File: src/stc_pkg.sv
// Shared constants, register map and carrier types of the serial transparent channel
package stc_pkg;
	// Descriptor tables and buffers held in flip-flops
	localparam int BD_NUM    = 2;
	localparam int BUF_BYTES = 16;
	localparam int ADDR_W    = 10;

	// Register byte offsets
	localparam logic [9:0] OFF_MODE   = 10'h000;
	localparam logic [9:0] OFF_EVENT  = 10'h004;
	localparam logic [9:0] OFF_MASK   = 10'h008;
	localparam logic [9:0] OFF_MAXRX  = 10'h00C;
	localparam logic [9:0] OFF_CMD    = 10'h010;
	localparam logic [9:0] OFF_RXBD   = 10'h020;
	localparam logic [9:0] OFF_TXBD   = 10'h030;
	localparam logic [9:0] OFF_RXDATA = 10'h100;
	localparam logic [9:0] OFF_TXDATA = 10'h200;

	// Mode register fields
	localparam int MODE_REN   = 0;
	localparam int MODE_TEN   = 1;
	localparam int MODE_DM    = 2;
	localparam int MODE_SM    = 4;
	localparam int MODE_MSB_FIRST_SELECT  = 8;
	localparam int MODE_CHAR_WIDTH_FIELD  = 11;
	localparam logic [15:0] MODE_RESET = 16'h0000;
	localparam logic [15:0] MODE_WMASK = 16'h793F;

	localparam logic [1:0] SM_TRANSPARENT = 2'h3;
	localparam logic [1:0] DM_NORMAL      = 2'h0;
	localparam logic [1:0] DM_LOOP        = 2'h1;
	localparam logic [1:0] DM_ECHO        = 2'h2;
	localparam logic [3:0] CHAR_WIDTH_FIELD_BYTE_MAX  = 4'h7;

	// Event register bits
	localparam int EV_RX  = 0;
	localparam int EV_TX  = 1;
	localparam int EV_BSY = 2;
	localparam int EV_TXE = 4;
	localparam logic [7:0] EV_IMPL  = 8'h17;
	localparam logic [7:0] EV_RESET = 8'h00;

	// Command register bits
	localparam int CMD_HUNT    = 0;
	localparam int CMD_RESTART = 1;

	// Descriptor word fields (status in upper half, length in lower)
	localparam int BD_OWN  = 31;
	localparam int BD_WRAP = 29;
	localparam int BD_INTR = 28;
	localparam int BD_LAST = 27;
	localparam int BD_CONT = 25;
	localparam int BD_ERR  = 17;
	localparam logic [7:0] MAXRX_RESET = 8'h10;

	typedef struct packed {
		logic       own;
		logic       wrap;
		logic       intr;
		logic       last;
		logic       cont;
		logic       err;
		logic [7:0] len;
	} stc_bd_type;

	typedef struct packed {
		logic sclk;
		logic sync_n;
		logic rxd;
	} stc_pins_type;
endpackage

File: src/stc_serial_transparent_channel.sv
// Transparent serial channel: registers, descriptor tables, buffers and serial engine
// Contract
// - Width field 3..15 gives characters of field plus one bits.
// - Narrow characters use one byte; upper bits ignored on send, zero on receive.
// - Characters above 8 bits use one word; upper bits ignored or zeroed.
// - Reverse-data bit set shifts most significant bit first.
// - Protocol select 11 alone enables transparent behaviour.
// - Diagnostic field: 00 normal, 01 local loopback, 10 echo, 11 reserved.
// - Overrun, full buffer or hunt closes buffer, raises event, moves on.
// - Receive empty flag hands buffer over; cleared on fill or error.
// - Wrap flag marks last descriptor; controller returns to table start.
// - Receive interrupt flag set raises receive-buffer event when buffer fills.
// - Receive continuous mode keeps empty flag; error still clears it.
// - Ready flag hands transmit buffer over; cleared after send or error.
// - Transmit interrupt flag raises transmit or transmit-error event.
// - Last flag clear chains next buffer; set forces resynchronisation.
// - Transmit continuous mode keeps ready flag; error still clears it.
// - Transmit length counts octets and is never modified.
// - Underrun sets descriptor underrun flag and transmit-error event.
// - Event register readable, write one clears, resets to zero.
// - Interrupt request stays while any unmasked event bit is set.
// - Mask bits enable matching events; mask resets to zero.
// - Character without empty buffer is discarded and sets busy event.
//
// The placing of the registers and the Avalon-MM slave port were decided locally.
`timescale 1ns/10ps
module stc_serial_transparent_channel
	import stc_pkg::*;
(
	input  wire logic              sys_clk_in,
	input  wire logic              rst_in,
	input  wire logic [ADDR_W-1:0] avs_address_in,
	input  wire logic              avs_read_in,
	input  wire logic              avs_write_in,
	input  wire logic [31:0]       avs_writedata_in,
	input  wire logic [3:0]        avs_byteenable_in,
	output logic [31:0]            avs_readdata_out,
	output logic                   avs_waitrequest_out,
	input  wire logic              ser_clk_in,
	input  wire logic              ser_sync_n_in,
	input  wire logic              ser_rxd_in,
	output logic                   ser_txd_out,
	output logic                   irq_out
);
	typedef enum logic [1:0] {TX_IDLE, TX_WAIT_SYNC, TX_SEND, TX_HALT} stc_tx_state_type;

	// Mask of the valid character bits for a width field value;
	// a field of 15 keeps all sixteen bits
	function automatic logic [15:0] char_mask(input logic [3:0] char_width_field);
		char_mask = 16'hFFFF >> (4'hF - char_width_field);
	endfunction

	// Next descriptor index honouring the wrap flag and table end
	function automatic logic next_idx(input logic idx, input logic wrap);
		next_idx = (wrap || idx == 1'(BD_NUM - 1)) ? 1'b0 : ~idx;
	endfunction

	stc_pins_type     pin_meta_q, pin_sync_q, pin_prev_q;
	logic             ack_q, ack_d;
	logic [31:0]      rdata_q, rdata_d;
	logic [15:0]      mode_q, mode_d;
	logic [7:0]       ev_q, ev_d, mask_q, mask_d, maxrx_q, maxrx_d;
	stc_bd_type       rxbd_q [BD_NUM];
	stc_bd_type       rxbd_d [BD_NUM];
	stc_bd_type       txbd_q [BD_NUM];
	stc_bd_type       txbd_d [BD_NUM];
	logic [7:0]       rxmem_q [BD_NUM*BUF_BYTES];
	logic [7:0]       rxmem_d [BD_NUM*BUF_BYTES];
	logic [7:0]       txmem_q [BD_NUM*BUF_BYTES];
	logic [7:0]       txmem_d [BD_NUM*BUF_BYTES];
	logic             rx_sync_q, rx_sync_d, rx_idx_q, rx_idx_d;
	logic [15:0]      rx_sh_q, rx_sh_d;
	logic [4:0]       rx_bits_q, rx_bits_d;
	logic [7:0]       rx_cnt_q, rx_cnt_d;
	stc_tx_state_type tx_st_q, tx_st_d;
	logic             tx_idx_q, tx_idx_d, txd_q, txd_d;
	logic [15:0]      tx_sh_q, tx_sh_d;
	logic [4:0]       tx_bits_q, tx_bits_d;
	logic [7:0]       tx_pos_q, tx_pos_d;

	// Pin synchroniser; edges are found only on the second stage
	// Reset to the pins' idle levels, so no false edge follows reset
	always_ff @(posedge sys_clk_in or posedge rst_in) begin
		if (rst_in) begin
			pin_meta_q <= '1;
			pin_sync_q <= '1;
			pin_prev_q <= '1;
		end else begin
			pin_meta_q <= '{sclk: ser_clk_in, sync_n: ser_sync_n_in, rxd: ser_rxd_in};
			pin_sync_q <= pin_meta_q;
			pin_prev_q <= pin_sync_q;
		end
	end

	logic        sclk_rise, sclk_fall, sync_fall, transparent, rx_bit, wide;
	logic [3:0]  char_width_field;
	logic [4:0]  nbits;
	logic [15:0] cmask;
	logic [7:0]  rx_limit;
	logic [9:0]  woff;
	logic        bus_wr, bus_rd;

	// Decoded mode and serial events
	// Loopback feeds the receiver from the transmit register, not the pin
	always_comb begin
		sclk_rise   = pin_sync_q.sclk & ~pin_prev_q.sclk;
		sclk_fall   = ~pin_sync_q.sclk & pin_prev_q.sclk;
		sync_fall   = ~pin_sync_q.sync_n & pin_prev_q.sync_n;
		transparent = mode_q[MODE_SM +: 2] == SM_TRANSPARENT;
		char_width_field        = mode_q[MODE_CHAR_WIDTH_FIELD +: 4];
		nbits       = {1'b0, char_width_field} + 5'h01;
		cmask       = char_mask(char_width_field);
		wide        = char_width_field > CHAR_WIDTH_FIELD_BYTE_MAX;
		rx_bit      = (mode_q[MODE_DM +: 2] == DM_LOOP) ? txd_q : pin_sync_q.rxd;
		rx_limit    = (maxrx_q > 8'(BUF_BYTES)) ? 8'(BUF_BYTES) : maxrx_q;
		bus_wr      = avs_write_in & ack_q;
		bus_rd      = avs_read_in & ~ack_q;
		woff        = avs_address_in - OFF_RXDATA;
	end

	// Avalon slave: one wait cycle on every access
	// The wait cycle gives the registered read data time to settle
	assign avs_waitrequest_out = (avs_read_in | avs_write_in) & ~ack_q;
	assign avs_readdata_out    = rdata_q;
	assign irq_out             = |(ev_q & mask_q);
	assign ser_txd_out         = (mode_q[MODE_DM +: 2] == DM_ECHO) ? pin_sync_q.rxd : txd_q;

	logic rx_close, rx_err, tx_close, tx_err, hunt, restart;

	// Next state of registers, descriptors, buffers and both serial engines
	always_comb begin
		mode_d = mode_q;   ev_d = ev_q;   mask_d = mask_q;   maxrx_d = maxrx_q;
		rxbd_d = rxbd_q;   txbd_d = txbd_q;   rxmem_d = rxmem_q;   txmem_d = txmem_q;
		rx_sync_d = rx_sync_q;   rx_idx_d = rx_idx_q;   rx_sh_d = rx_sh_q;
		rx_bits_d = rx_bits_q;   rx_cnt_d = rx_cnt_q;
		tx_st_d = tx_st_q;   tx_idx_d = tx_idx_q;   txd_d = txd_q;
		tx_sh_d = tx_sh_q;   tx_bits_d = tx_bits_q;   tx_pos_d = tx_pos_q;
		rx_close = 1'b0;   rx_err = 1'b0;   tx_close = 1'b0;   tx_err = 1'b0;
		hunt = 1'b0;   restart = 1'b0;
		ack_d = (avs_read_in | avs_write_in) & ~ack_q;
		rdata_d = rdata_q;

		// Register reads; unmapped addresses read zero
		// Descriptor words: status flags in bits 31:16, length in bits 7:0
		if (bus_rd) begin
			rdata_d = 32'h0000_0000;
			if (avs_address_in == OFF_MODE)  rdata_d = {16'h0000, mode_q};
			if (avs_address_in == OFF_EVENT) rdata_d = {24'h000000, ev_q};
			if (avs_address_in == OFF_MASK)  rdata_d = {24'h000000, mask_q};
			if (avs_address_in == OFF_MAXRX) rdata_d = {24'h000000, maxrx_q};
			for (int i = 0; i < BD_NUM; i++) begin
				if (avs_address_in == OFF_RXBD + 10'(4 * i))
					rdata_d = {rxbd_q[i].own, 1'b0, rxbd_q[i].wrap, rxbd_q[i].intr, 2'h0,
						rxbd_q[i].cont, 7'h00, rxbd_q[i].err, 1'b0, 8'h00, rxbd_q[i].len};
				if (avs_address_in == OFF_TXBD + 10'(4 * i))
					rdata_d = {txbd_q[i].own, 1'b0, txbd_q[i].wrap, txbd_q[i].intr,
						txbd_q[i].last, 1'b0, txbd_q[i].cont, 7'h00, txbd_q[i].err, 1'b0,
						8'h00, txbd_q[i].len};
			end
			if (avs_address_in >= OFF_RXDATA && avs_address_in < OFF_RXDATA + 10'h080)
				rdata_d = {24'h000000, rxmem_q[woff[6:2]]};
			if (avs_address_in >= OFF_TXDATA && avs_address_in < OFF_TXDATA + 10'h080)
				rdata_d = {24'h000000, txmem_q[woff[6:2]]};
		end

		// Register writes, taken at the edge where waitrequest is low
		if (bus_wr) begin
			if (avs_address_in == OFF_MODE) begin
				if (avs_byteenable_in[0]) mode_d[7:0]  = avs_writedata_in[7:0] & MODE_WMASK[7:0];
				if (avs_byteenable_in[1]) mode_d[15:8] = avs_writedata_in[15:8] & MODE_WMASK[15:8];
			end
			if (avs_address_in == OFF_EVENT && avs_byteenable_in[0])
				ev_d = ev_q & ~avs_writedata_in[7:0];
			if (avs_address_in == OFF_MASK && avs_byteenable_in[0])
				mask_d = avs_writedata_in[7:0] & EV_IMPL;
			if (avs_address_in == OFF_MAXRX && avs_byteenable_in[0])
				maxrx_d = avs_writedata_in[7:0];
			if (avs_address_in == OFF_CMD && avs_byteenable_in[0]) begin
				hunt    = avs_writedata_in[CMD_HUNT];
				restart = avs_writedata_in[CMD_RESTART];
			end
			for (int i = 0; i < BD_NUM; i++) begin
				if (avs_address_in == OFF_RXBD + 10'(4 * i))
					rxbd_d[i] = '{own: avs_writedata_in[BD_OWN], wrap: avs_writedata_in[BD_WRAP],
						intr: avs_writedata_in[BD_INTR], last: 1'b0,
						cont: avs_writedata_in[BD_CONT], err: avs_writedata_in[BD_ERR],
						len: avs_writedata_in[7:0]};
				if (avs_address_in == OFF_TXBD + 10'(4 * i))
					txbd_d[i] = '{own: avs_writedata_in[BD_OWN], wrap: avs_writedata_in[BD_WRAP],
						intr: avs_writedata_in[BD_INTR], last: avs_writedata_in[BD_LAST],
						cont: avs_writedata_in[BD_CONT], err: avs_writedata_in[BD_ERR],
						len: avs_writedata_in[7:0]};
			end
			if (avs_address_in >= OFF_RXDATA && avs_address_in < OFF_RXDATA + 10'h080)
				rxmem_d[woff[6:2]] = avs_writedata_in[7:0];
			if (avs_address_in >= OFF_TXDATA && avs_address_in < OFF_TXDATA + 10'h080)
				txmem_d[woff[6:2]] = avs_writedata_in[7:0];
		end

		// Receiver: sync on falling sync pin, sample on rising serial clock
		if (!mode_q[MODE_REN] || !transparent) begin
			rx_sync_d = 1'b0;
			rx_bits_d = 5'h00;
		end else if (hunt) begin
			rx_sync_d = 1'b0;
			rx_bits_d = 5'h00;
			rx_close  = rx_cnt_q != 8'h00;
		end else if (!rx_sync_q) begin
			rx_sync_d = sync_fall;
		end else if (sclk_rise) begin
			// Bit order per reverse-data; LSB-first fills from the top down
			if (mode_q[MODE_MSB_FIRST_SELECT])
				rx_sh_d = {rx_sh_q[14:0], rx_bit};
			else begin
				rx_sh_d = {1'b0, rx_sh_q[15:1]};
				rx_sh_d[char_width_field] = rx_bit;
			end
			rx_bits_d = rx_bits_q + 5'h01;
			if (rx_bits_q + 5'h01 == nbits) begin
				rx_bits_d = 5'h00;
				rx_sh_d   = rx_sh_d & cmask;
				// No empty buffer: the character is dropped and busy is flagged
				if (!rxbd_q[rx_idx_q].own) begin
					ev_d[EV_BSY] = 1'b1;
				end else begin
					// Store character; upper bits already zero
					rxmem_d[{rx_idx_q, rx_cnt_q[3:0]}] = rx_sh_d[7:0];
					if (wide)
						rxmem_d[{rx_idx_q, rx_cnt_q[3:0] + 4'h1}] = rx_sh_d[15:8];
					rx_cnt_d = rx_cnt_q + (wide ? 8'h02 : 8'h01);
					rx_close = rx_cnt_d >= rx_limit;
				end
			end
		end

		// Close the receive buffer: length, ownership, event, advance
		// The error input is kept for overrun, which flop buffers never see
		if (rx_close) begin
			rxbd_d[rx_idx_q].len = rx_cnt_d;
			rxbd_d[rx_idx_q].err = rx_err;
			if (!rxbd_q[rx_idx_q].cont || rx_err)
				rxbd_d[rx_idx_q].own = 1'b0;
			if (rxbd_q[rx_idx_q].intr)
				ev_d[EV_RX] = 1'b1;
			rx_idx_d = next_idx(rx_idx_q, rxbd_q[rx_idx_q].wrap);
			rx_cnt_d = 8'h00;
		end

		// Transmitter state machine; idles are ones, but an idle state turns
		// the line to one only at a falling serial clock, so the last data bit
		// keeps its whole bit time
		unique case (tx_st_q)
			TX_IDLE: begin
				if (sclk_fall)
					txd_d = 1'b1;
				if (mode_q[MODE_TEN] && transparent && txbd_q[tx_idx_q].own)
					tx_st_d = TX_WAIT_SYNC;
			end
			TX_WAIT_SYNC: begin
				if (sclk_fall)
					txd_d = 1'b1;
				if (sync_fall) begin
					tx_st_d  = TX_SEND;
					tx_pos_d = 8'h00;
					tx_bits_d = 5'h00;
				end
			end
			TX_SEND: begin
				if (sclk_fall) begin
					// Fetch a character at each character boundary
					if (tx_bits_q == 5'h00) begin
						tx_sh_d = {txmem_q[{tx_idx_q, tx_pos_q[3:0] + 4'h1}],
							txmem_q[{tx_idx_q, tx_pos_q[3:0]}]};
						if (!wide)
							tx_sh_d[15:8] = 8'h00;
						tx_sh_d   = tx_sh_d & cmask;
						tx_pos_d  = tx_pos_q + (wide ? 8'h02 : 8'h01);
						tx_bits_d = nbits;
					end else begin
						tx_sh_d = tx_sh_q;
					end
					txd_d = mode_q[MODE_MSB_FIRST_SELECT] ? tx_sh_d[char_width_field] : tx_sh_d[0];
					tx_sh_d = mode_q[MODE_MSB_FIRST_SELECT] ? {tx_sh_d[14:0], 1'b0} : {1'b0, tx_sh_d[15:1]};
					tx_bits_d = tx_bits_d - 5'h01;
					if (tx_bits_d == 5'h00 && tx_pos_d >= txbd_q[tx_idx_q].len) begin
						tx_close = 1'b1;
						tx_idx_d = next_idx(tx_idx_q, txbd_q[tx_idx_q].wrap);
						tx_pos_d = 8'h00;
						if (txbd_q[tx_idx_q].last)
							tx_st_d = TX_IDLE;
						else if (!txbd_q[tx_idx_d].own || tx_idx_d == tx_idx_q) begin
							tx_err  = !(txbd_q[tx_idx_q].cont && tx_idx_d == tx_idx_q);
							tx_st_d = tx_err ? TX_HALT : TX_SEND;
						end
					end
				end
			end
			TX_HALT: begin
				if (sclk_fall)
					txd_d = 1'b1;
				if (restart)
					tx_st_d = TX_IDLE;
			end
		endcase
		if (!mode_q[MODE_TEN]) begin
			tx_st_d = TX_IDLE;
			txd_d   = 1'b1;
		end

		// Close the transmit buffer; underrun wins over normal completion
		// Underrun raises the error event whatever the interrupt flag says
		if (tx_close) begin
			txbd_d[tx_idx_q].err = tx_err;
			if (!txbd_q[tx_idx_q].cont || tx_err)
				txbd_d[tx_idx_q].own = 1'b0;
			if (tx_err)
				ev_d[EV_TXE] = 1'b1;
			else if (txbd_q[tx_idx_q].intr)
				ev_d[EV_TX] = 1'b1;
		end
	end

	// Register all state
	always_ff @(posedge sys_clk_in or posedge rst_in) begin
		if (rst_in) begin
			ack_q     <= 1'b0;
			rdata_q   <= 32'h0000_0000;
			mode_q    <= MODE_RESET;
			ev_q      <= EV_RESET;
			mask_q    <= EV_RESET;
			maxrx_q   <= MAXRX_RESET;
			rxbd_q    <= '{default: '0};
			txbd_q    <= '{default: '0};
			rxmem_q   <= '{default: 8'h00};
			txmem_q   <= '{default: 8'h00};
			rx_sync_q <= 1'b0;
			rx_idx_q  <= 1'b0;
			rx_sh_q   <= 16'h0000;
			rx_bits_q <= 5'h00;
			rx_cnt_q  <= 8'h00;
			tx_st_q   <= TX_IDLE;
			tx_idx_q  <= 1'b0;
			txd_q     <= 1'b1;
			tx_sh_q   <= 16'h0000;
			tx_bits_q <= 5'h00;
			tx_pos_q  <= 8'h00;
		end else begin
			ack_q     <= ack_d;
			rdata_q   <= rdata_d;
			mode_q    <= mode_d;
			ev_q      <= ev_d;
			mask_q    <= mask_d;
			maxrx_q   <= maxrx_d;
			rxbd_q    <= rxbd_d;
			txbd_q    <= txbd_d;
			rxmem_q   <= rxmem_d;
			txmem_q   <= txmem_d;
			rx_sync_q <= rx_sync_d;
			rx_idx_q  <= rx_idx_d;
			rx_sh_q   <= rx_sh_d;
			rx_bits_q <= rx_bits_d;
			rx_cnt_q  <= rx_cnt_d;
			tx_st_q   <= tx_st_d;
			tx_idx_q  <= tx_idx_d;
			txd_q     <= txd_d;
			tx_sh_q   <= tx_sh_d;
			tx_bits_q <= tx_bits_d;
			tx_pos_q  <= tx_pos_d;
		end
	end
endmodule

File: config.mk
export PLATFORM = sky130hd
export DESIGN_NAME = stc_serial_transparent_channel
export DESIGN_NICKNAME = d
export VERILOG_FILES = /design/src/stc_pkg.sv /design/src/stc_serial_transparent_channel.sv
export SDC_FILE = /design/constraint.sdc
export NUM_CORES = 2
export LEC_CHECK = 0
export BUFFER_PORTS_ARGS = -buffer_cell sky130_fd_sc_hd__buf_2
export CAP_MARGIN = 0
export CORE_ASPECT_RATIO = 1.25
export CORE_UTILIZATION = 40
export CTS_BUF_LIST = sky130_fd_sc_hd__clkbuf_16
export CTS_CLUSTER_SIZE = 24
export DETAILED_ROUTE_END_ITERATION = 10
export MAX_ROUTING_LAYER = met4
export SETUP_SLACK_MARGIN = 0.3
export SLEW_MARGIN = 20
export SYNTH_ARGS = -nofsm -noshare
export SYNTH_HDL_FRONTEND = slang
export SYNTH_SLANG_ARGS = --single-unit
File: constraint.sdc
create_clock -name sys_clk_in -period 47.6 [get_ports sys_clk_in]
set_clock_uncertainty 0.1 [all_clocks]
set_input_delay 4.76 -clock sys_clk_in [delete_from_list [all_inputs] [get_ports sys_clk_in]]
set_output_delay 4.76 -clock sys_clk_in [all_outputs]
set_load 0.005 [all_outputs]
==> run summary <==
Outcome -> finished clean
Worst vdd ir -> 0.0248 mV
Pwr dens -> 28.3 mW/mm^2
Post-Synth Adder-Cell Area -> 0.00973
Post-synth EDFFs -> 0
RSZ-0062 raised after global routing -> false
Setup Viol. Count Final -> 0
Synth Area in Simple Gates -> 0.123
HPWL after DPL -> 101000 um
DRC Markers -> 0
Synth Area in Compound Gates -> 0.142
Final Max Tran Viols -> 0
Synth Cell Area -> 0.0419 mm^2
# IOs -> 88
Synth cell types -> 80
Slew HR -> 0.157
Mapped Cells -> 3968
Post-synthesis mux area share -> 0.270
Post-DP Area -> 0.0432 mm^2
# Post-CTS Setup Buffers -> 0
Critical Path Fanout Max -> 4
Largest net degree at the start of global routing -> 184
H-tree depth -> 3
Maxcap violations -> 0
Share of layout cells above drive strength 1 -> 0.226
Post-synthesis async set-or-reset flop share -> 1.00
CTS Buf Count -> 81
Pre-antenna DRT Iters -> 6
Tcrit/Tclk final -> 0.210
FILL cells -> 9865
Cell family with most CP delay -> buffers and inverters
Main combinational cell family by area after synthesis -> multiplexers
Worst stage delay on the critical path -> 0.13 ns
Die Ht -> 364 um
Least-Margin Pin Slew -> 1.26 ns
Design area -> 0.0457 mm^2
Setup Crit Path Kind -> input pin to primary output
Total Power -> 1.29 mW
WL final -> 156000 um
Crit path max-delay cell type -> buf_2
Total negative slack -> 0 ns
Wire length per cell -> 29.5 um
Clk sinks -> 689
Clock slew seen by the registers of the worst setup and hold paths -> 0.06 ns
Final nets -> 3955
Ys Warns -> 0
Hold crit path type -> register to register
Worst setup EP type -> primary output
Critical Path RT -> 42.74 ns
Critical Path AT -> 5.15 ns
Final Hold Slack -> 0.256 ns
Core Area -> 0.104 mm^2
Register bit total from synthesis -> 689
1st-iter DRT viols -> 4316
CTS max path bufs -> 3
First-pass GRT wire length -> 231000 um
Gr ovfl total -> 0
Register area -> 0.0173 mm^2
Die Footprint -> 0.106 mm^2
Multi-input gate area -> 0.0233 mm^2
CTS tree -> yes
Clk_lat worst skew -> 0.67 ns
Mean post-synth cell area -> 10.6 um^2
Vias in the first global route -> 34313
Synthesis-to-layout area growth -> 9.01%
Initial antenna violation count -> 2
Row cnt -> 132
Post-synthesis sequential area ratio -> 0.412
GRT Total Usage -> 0.300
Die X -> 292 um
Crit path time final -> 10.01 ns
Fmax -> 99.9 MHz
Vias per cell -> 6.67
Post-route ant nets -> 0
Synth Area in XOR/XNOR -> 0.00749
RD Place Congestion -> 0.971
CTS Hold Bufs -> 0
Root Buffer -> clkbuf_16
Worst reg-to-reg setup slack -> 42.36 ns
Critical-path cell list -> buf_2 > nor2_1 > nor2_1 > buf_2
CP bufs+invs -> 2
Final Util -> 0.441
Starting Density -> 0.404
DR vias -> 35197
Number of failing hold endpoints at the final stage -> 0
Port buffer count -> 59
Ys flop type -> dfrtp_1
Pleak -> 19.1 nW
Post_cts resized -> 0
Critical Path Start Type -> input pin
==> layout by cell type (no fill, tap or decap), types with 21 or more instances in the layout <==
cell / instances
a22oi_1: 21
inv_1: 47
nand2_1: 865
nand3_1: 56
a32oi_1: 219
o22ai_1: 240
buf_2: 56
mux2_2: 305
mux2i_1: 163
buf_4: 72
nand4_1: 21
a21oi_1: 56
mux4_2: 277
o21ai_0: 186
nor2_1: 167
dfrtp_1: 674
ha_1: 30
clkinv_1: 26
clkbuf_16: 82
==> state kept, by name (all words and copies together) (netlist names), 11 cells and up <==
signal / flops
txmem_q: 256
rxmem_q: 256
rx_sh_q: 16
avs_readdata_out: 19
mode_q: 11
rxbd_q: 26
tx_sh_q: 16
txbd_q: 28
==> per-layer routing <==
metal | wire length (um) | GRT usage | vias up
li1 | - | - | 14823
met1 | 59700 | 0.371 | 17846
met2 | 70500 | 0.447 | 2022
met3 | 15400 | 0.0746 | 506
met4 | 10200 | 0.173 | 0
met5 | 0 | - | -
==> cells by family (layout without fill, tap and decap cells) <==
family                     after synthesis  count (layout)
and+or+nand+nor                       1242            1242
AOI/OAI and AO/OA                      861             861
muxes                                  746             746
DFF                                    689             689
buffers and inverters                  360             313
xor gates and xnor gates                35              35
adders and majority gates               33              33
other                                    2              20
==> where the power goes <==
group / leakage (nW) / total, mW / switching (mW) / internal (mW)
clock: 1.26 / 0.589 / 0.266 / 0.323
combinational: 8.29 / 0.0925 / 0.0601 / 0.0324
sequential: 9.51 / 0.610 / 0.0111 / 0.599
==> synthesized netlist by cell type, types with 11 or more instances <==
library cell | number | share of area
nand3_1 | 56 | 0.0067
mux2i_1 | 163 | 0.039
buf_1 | 32 | 0.0029
mux2_2 | 305 | 0.082
clkbuf_1 | 207 | 0.019
o211ai_1 | 11 | 0.0020
xor2_1 | 14 | 0.0029
mux4_2 | 277 | 0.15
a31oi_1 | 20 | 0.0030
nand2b_1 | 16 | 0.0024
xnor2_1 | 20 | 0.0042
nand2_1 | 865 | 0.077
o21ai_0 | 186 | 0.022
a22o_1 | 15 | 0.0031
ha_1 | 31 | 0.0093
and2_1 | 16 | 0.0024
inv_1 | 29 | 0.0026
o22ai_1 | 240 | 0.036
nor3_1 | 17 | 0.0020
a32oi_1 | 219 | 0.046
dfrtp_1 | 679 | 0.41
nor2b_1 | 19 | 0.0028
nand4_1 | 21 | 0.0031
buf_2 | 64 | 0.0076
and3_1 | 12 | 0.0018
a22oi_1 | 21 | 0.0038
buf_4 | 23 | 0.0041
a21oi_1 | 56 | 0.0067
nor2_1 | 173 | 0.015
==> layout make-up <==
type / instances / share of cell area
Timing Repair Buffer: 134 / 0.0201
Clock buffer: 82 / 0.0449
Antenna cell: 4 / 0.000219
Tap cell: 1340 / 0.0367
Clock inverter: 65 / 0.00822
Sequential cell: 689 / 0.378
Inverter: 32 / 0.00285
Multi-Input combinational cell: 2933 / 0.509
==> through the flow <==
stage | instances | setup WS [ns]
2_1_floorplan | 3982 | 23.44
3_3_place_gp | 5128 | 37.60
3_5_place_dp | 5128 | 37.59
4_1_cts | 5275 | 37.59
5_1_grt | 5277 | 37.57
6_report | 5279 | 37.59
==> worst reg2reg max path: cells and delay by family, from the launching register on <==
kind / cells / cell delay [ns]
buf+inv: 2 / 1.67
mux: 3 / 1.46
flops: 1 / 0.89
simple gates: 2 / 0.29
compound gates: 3 / 0.75
==> worst paths after layout <==
path / from / end / cells past startpoint
min reg2reg: pin_meta_q[1] / pin_sync_q[1] / 0
min in group asynchronous: rst_in / rxmem_q[9] / 2
max: avs_write_in / avs_waitrequest_out / 4
min: pin_meta_q[1] / pin_sync_q[1] / 0
max reg2reg: tx_pos_q[0] / txd_q / 10
max in group asynchronous: rst_in / tx_pos_q[1] / 5
Power figures use the tool's default switching activity.
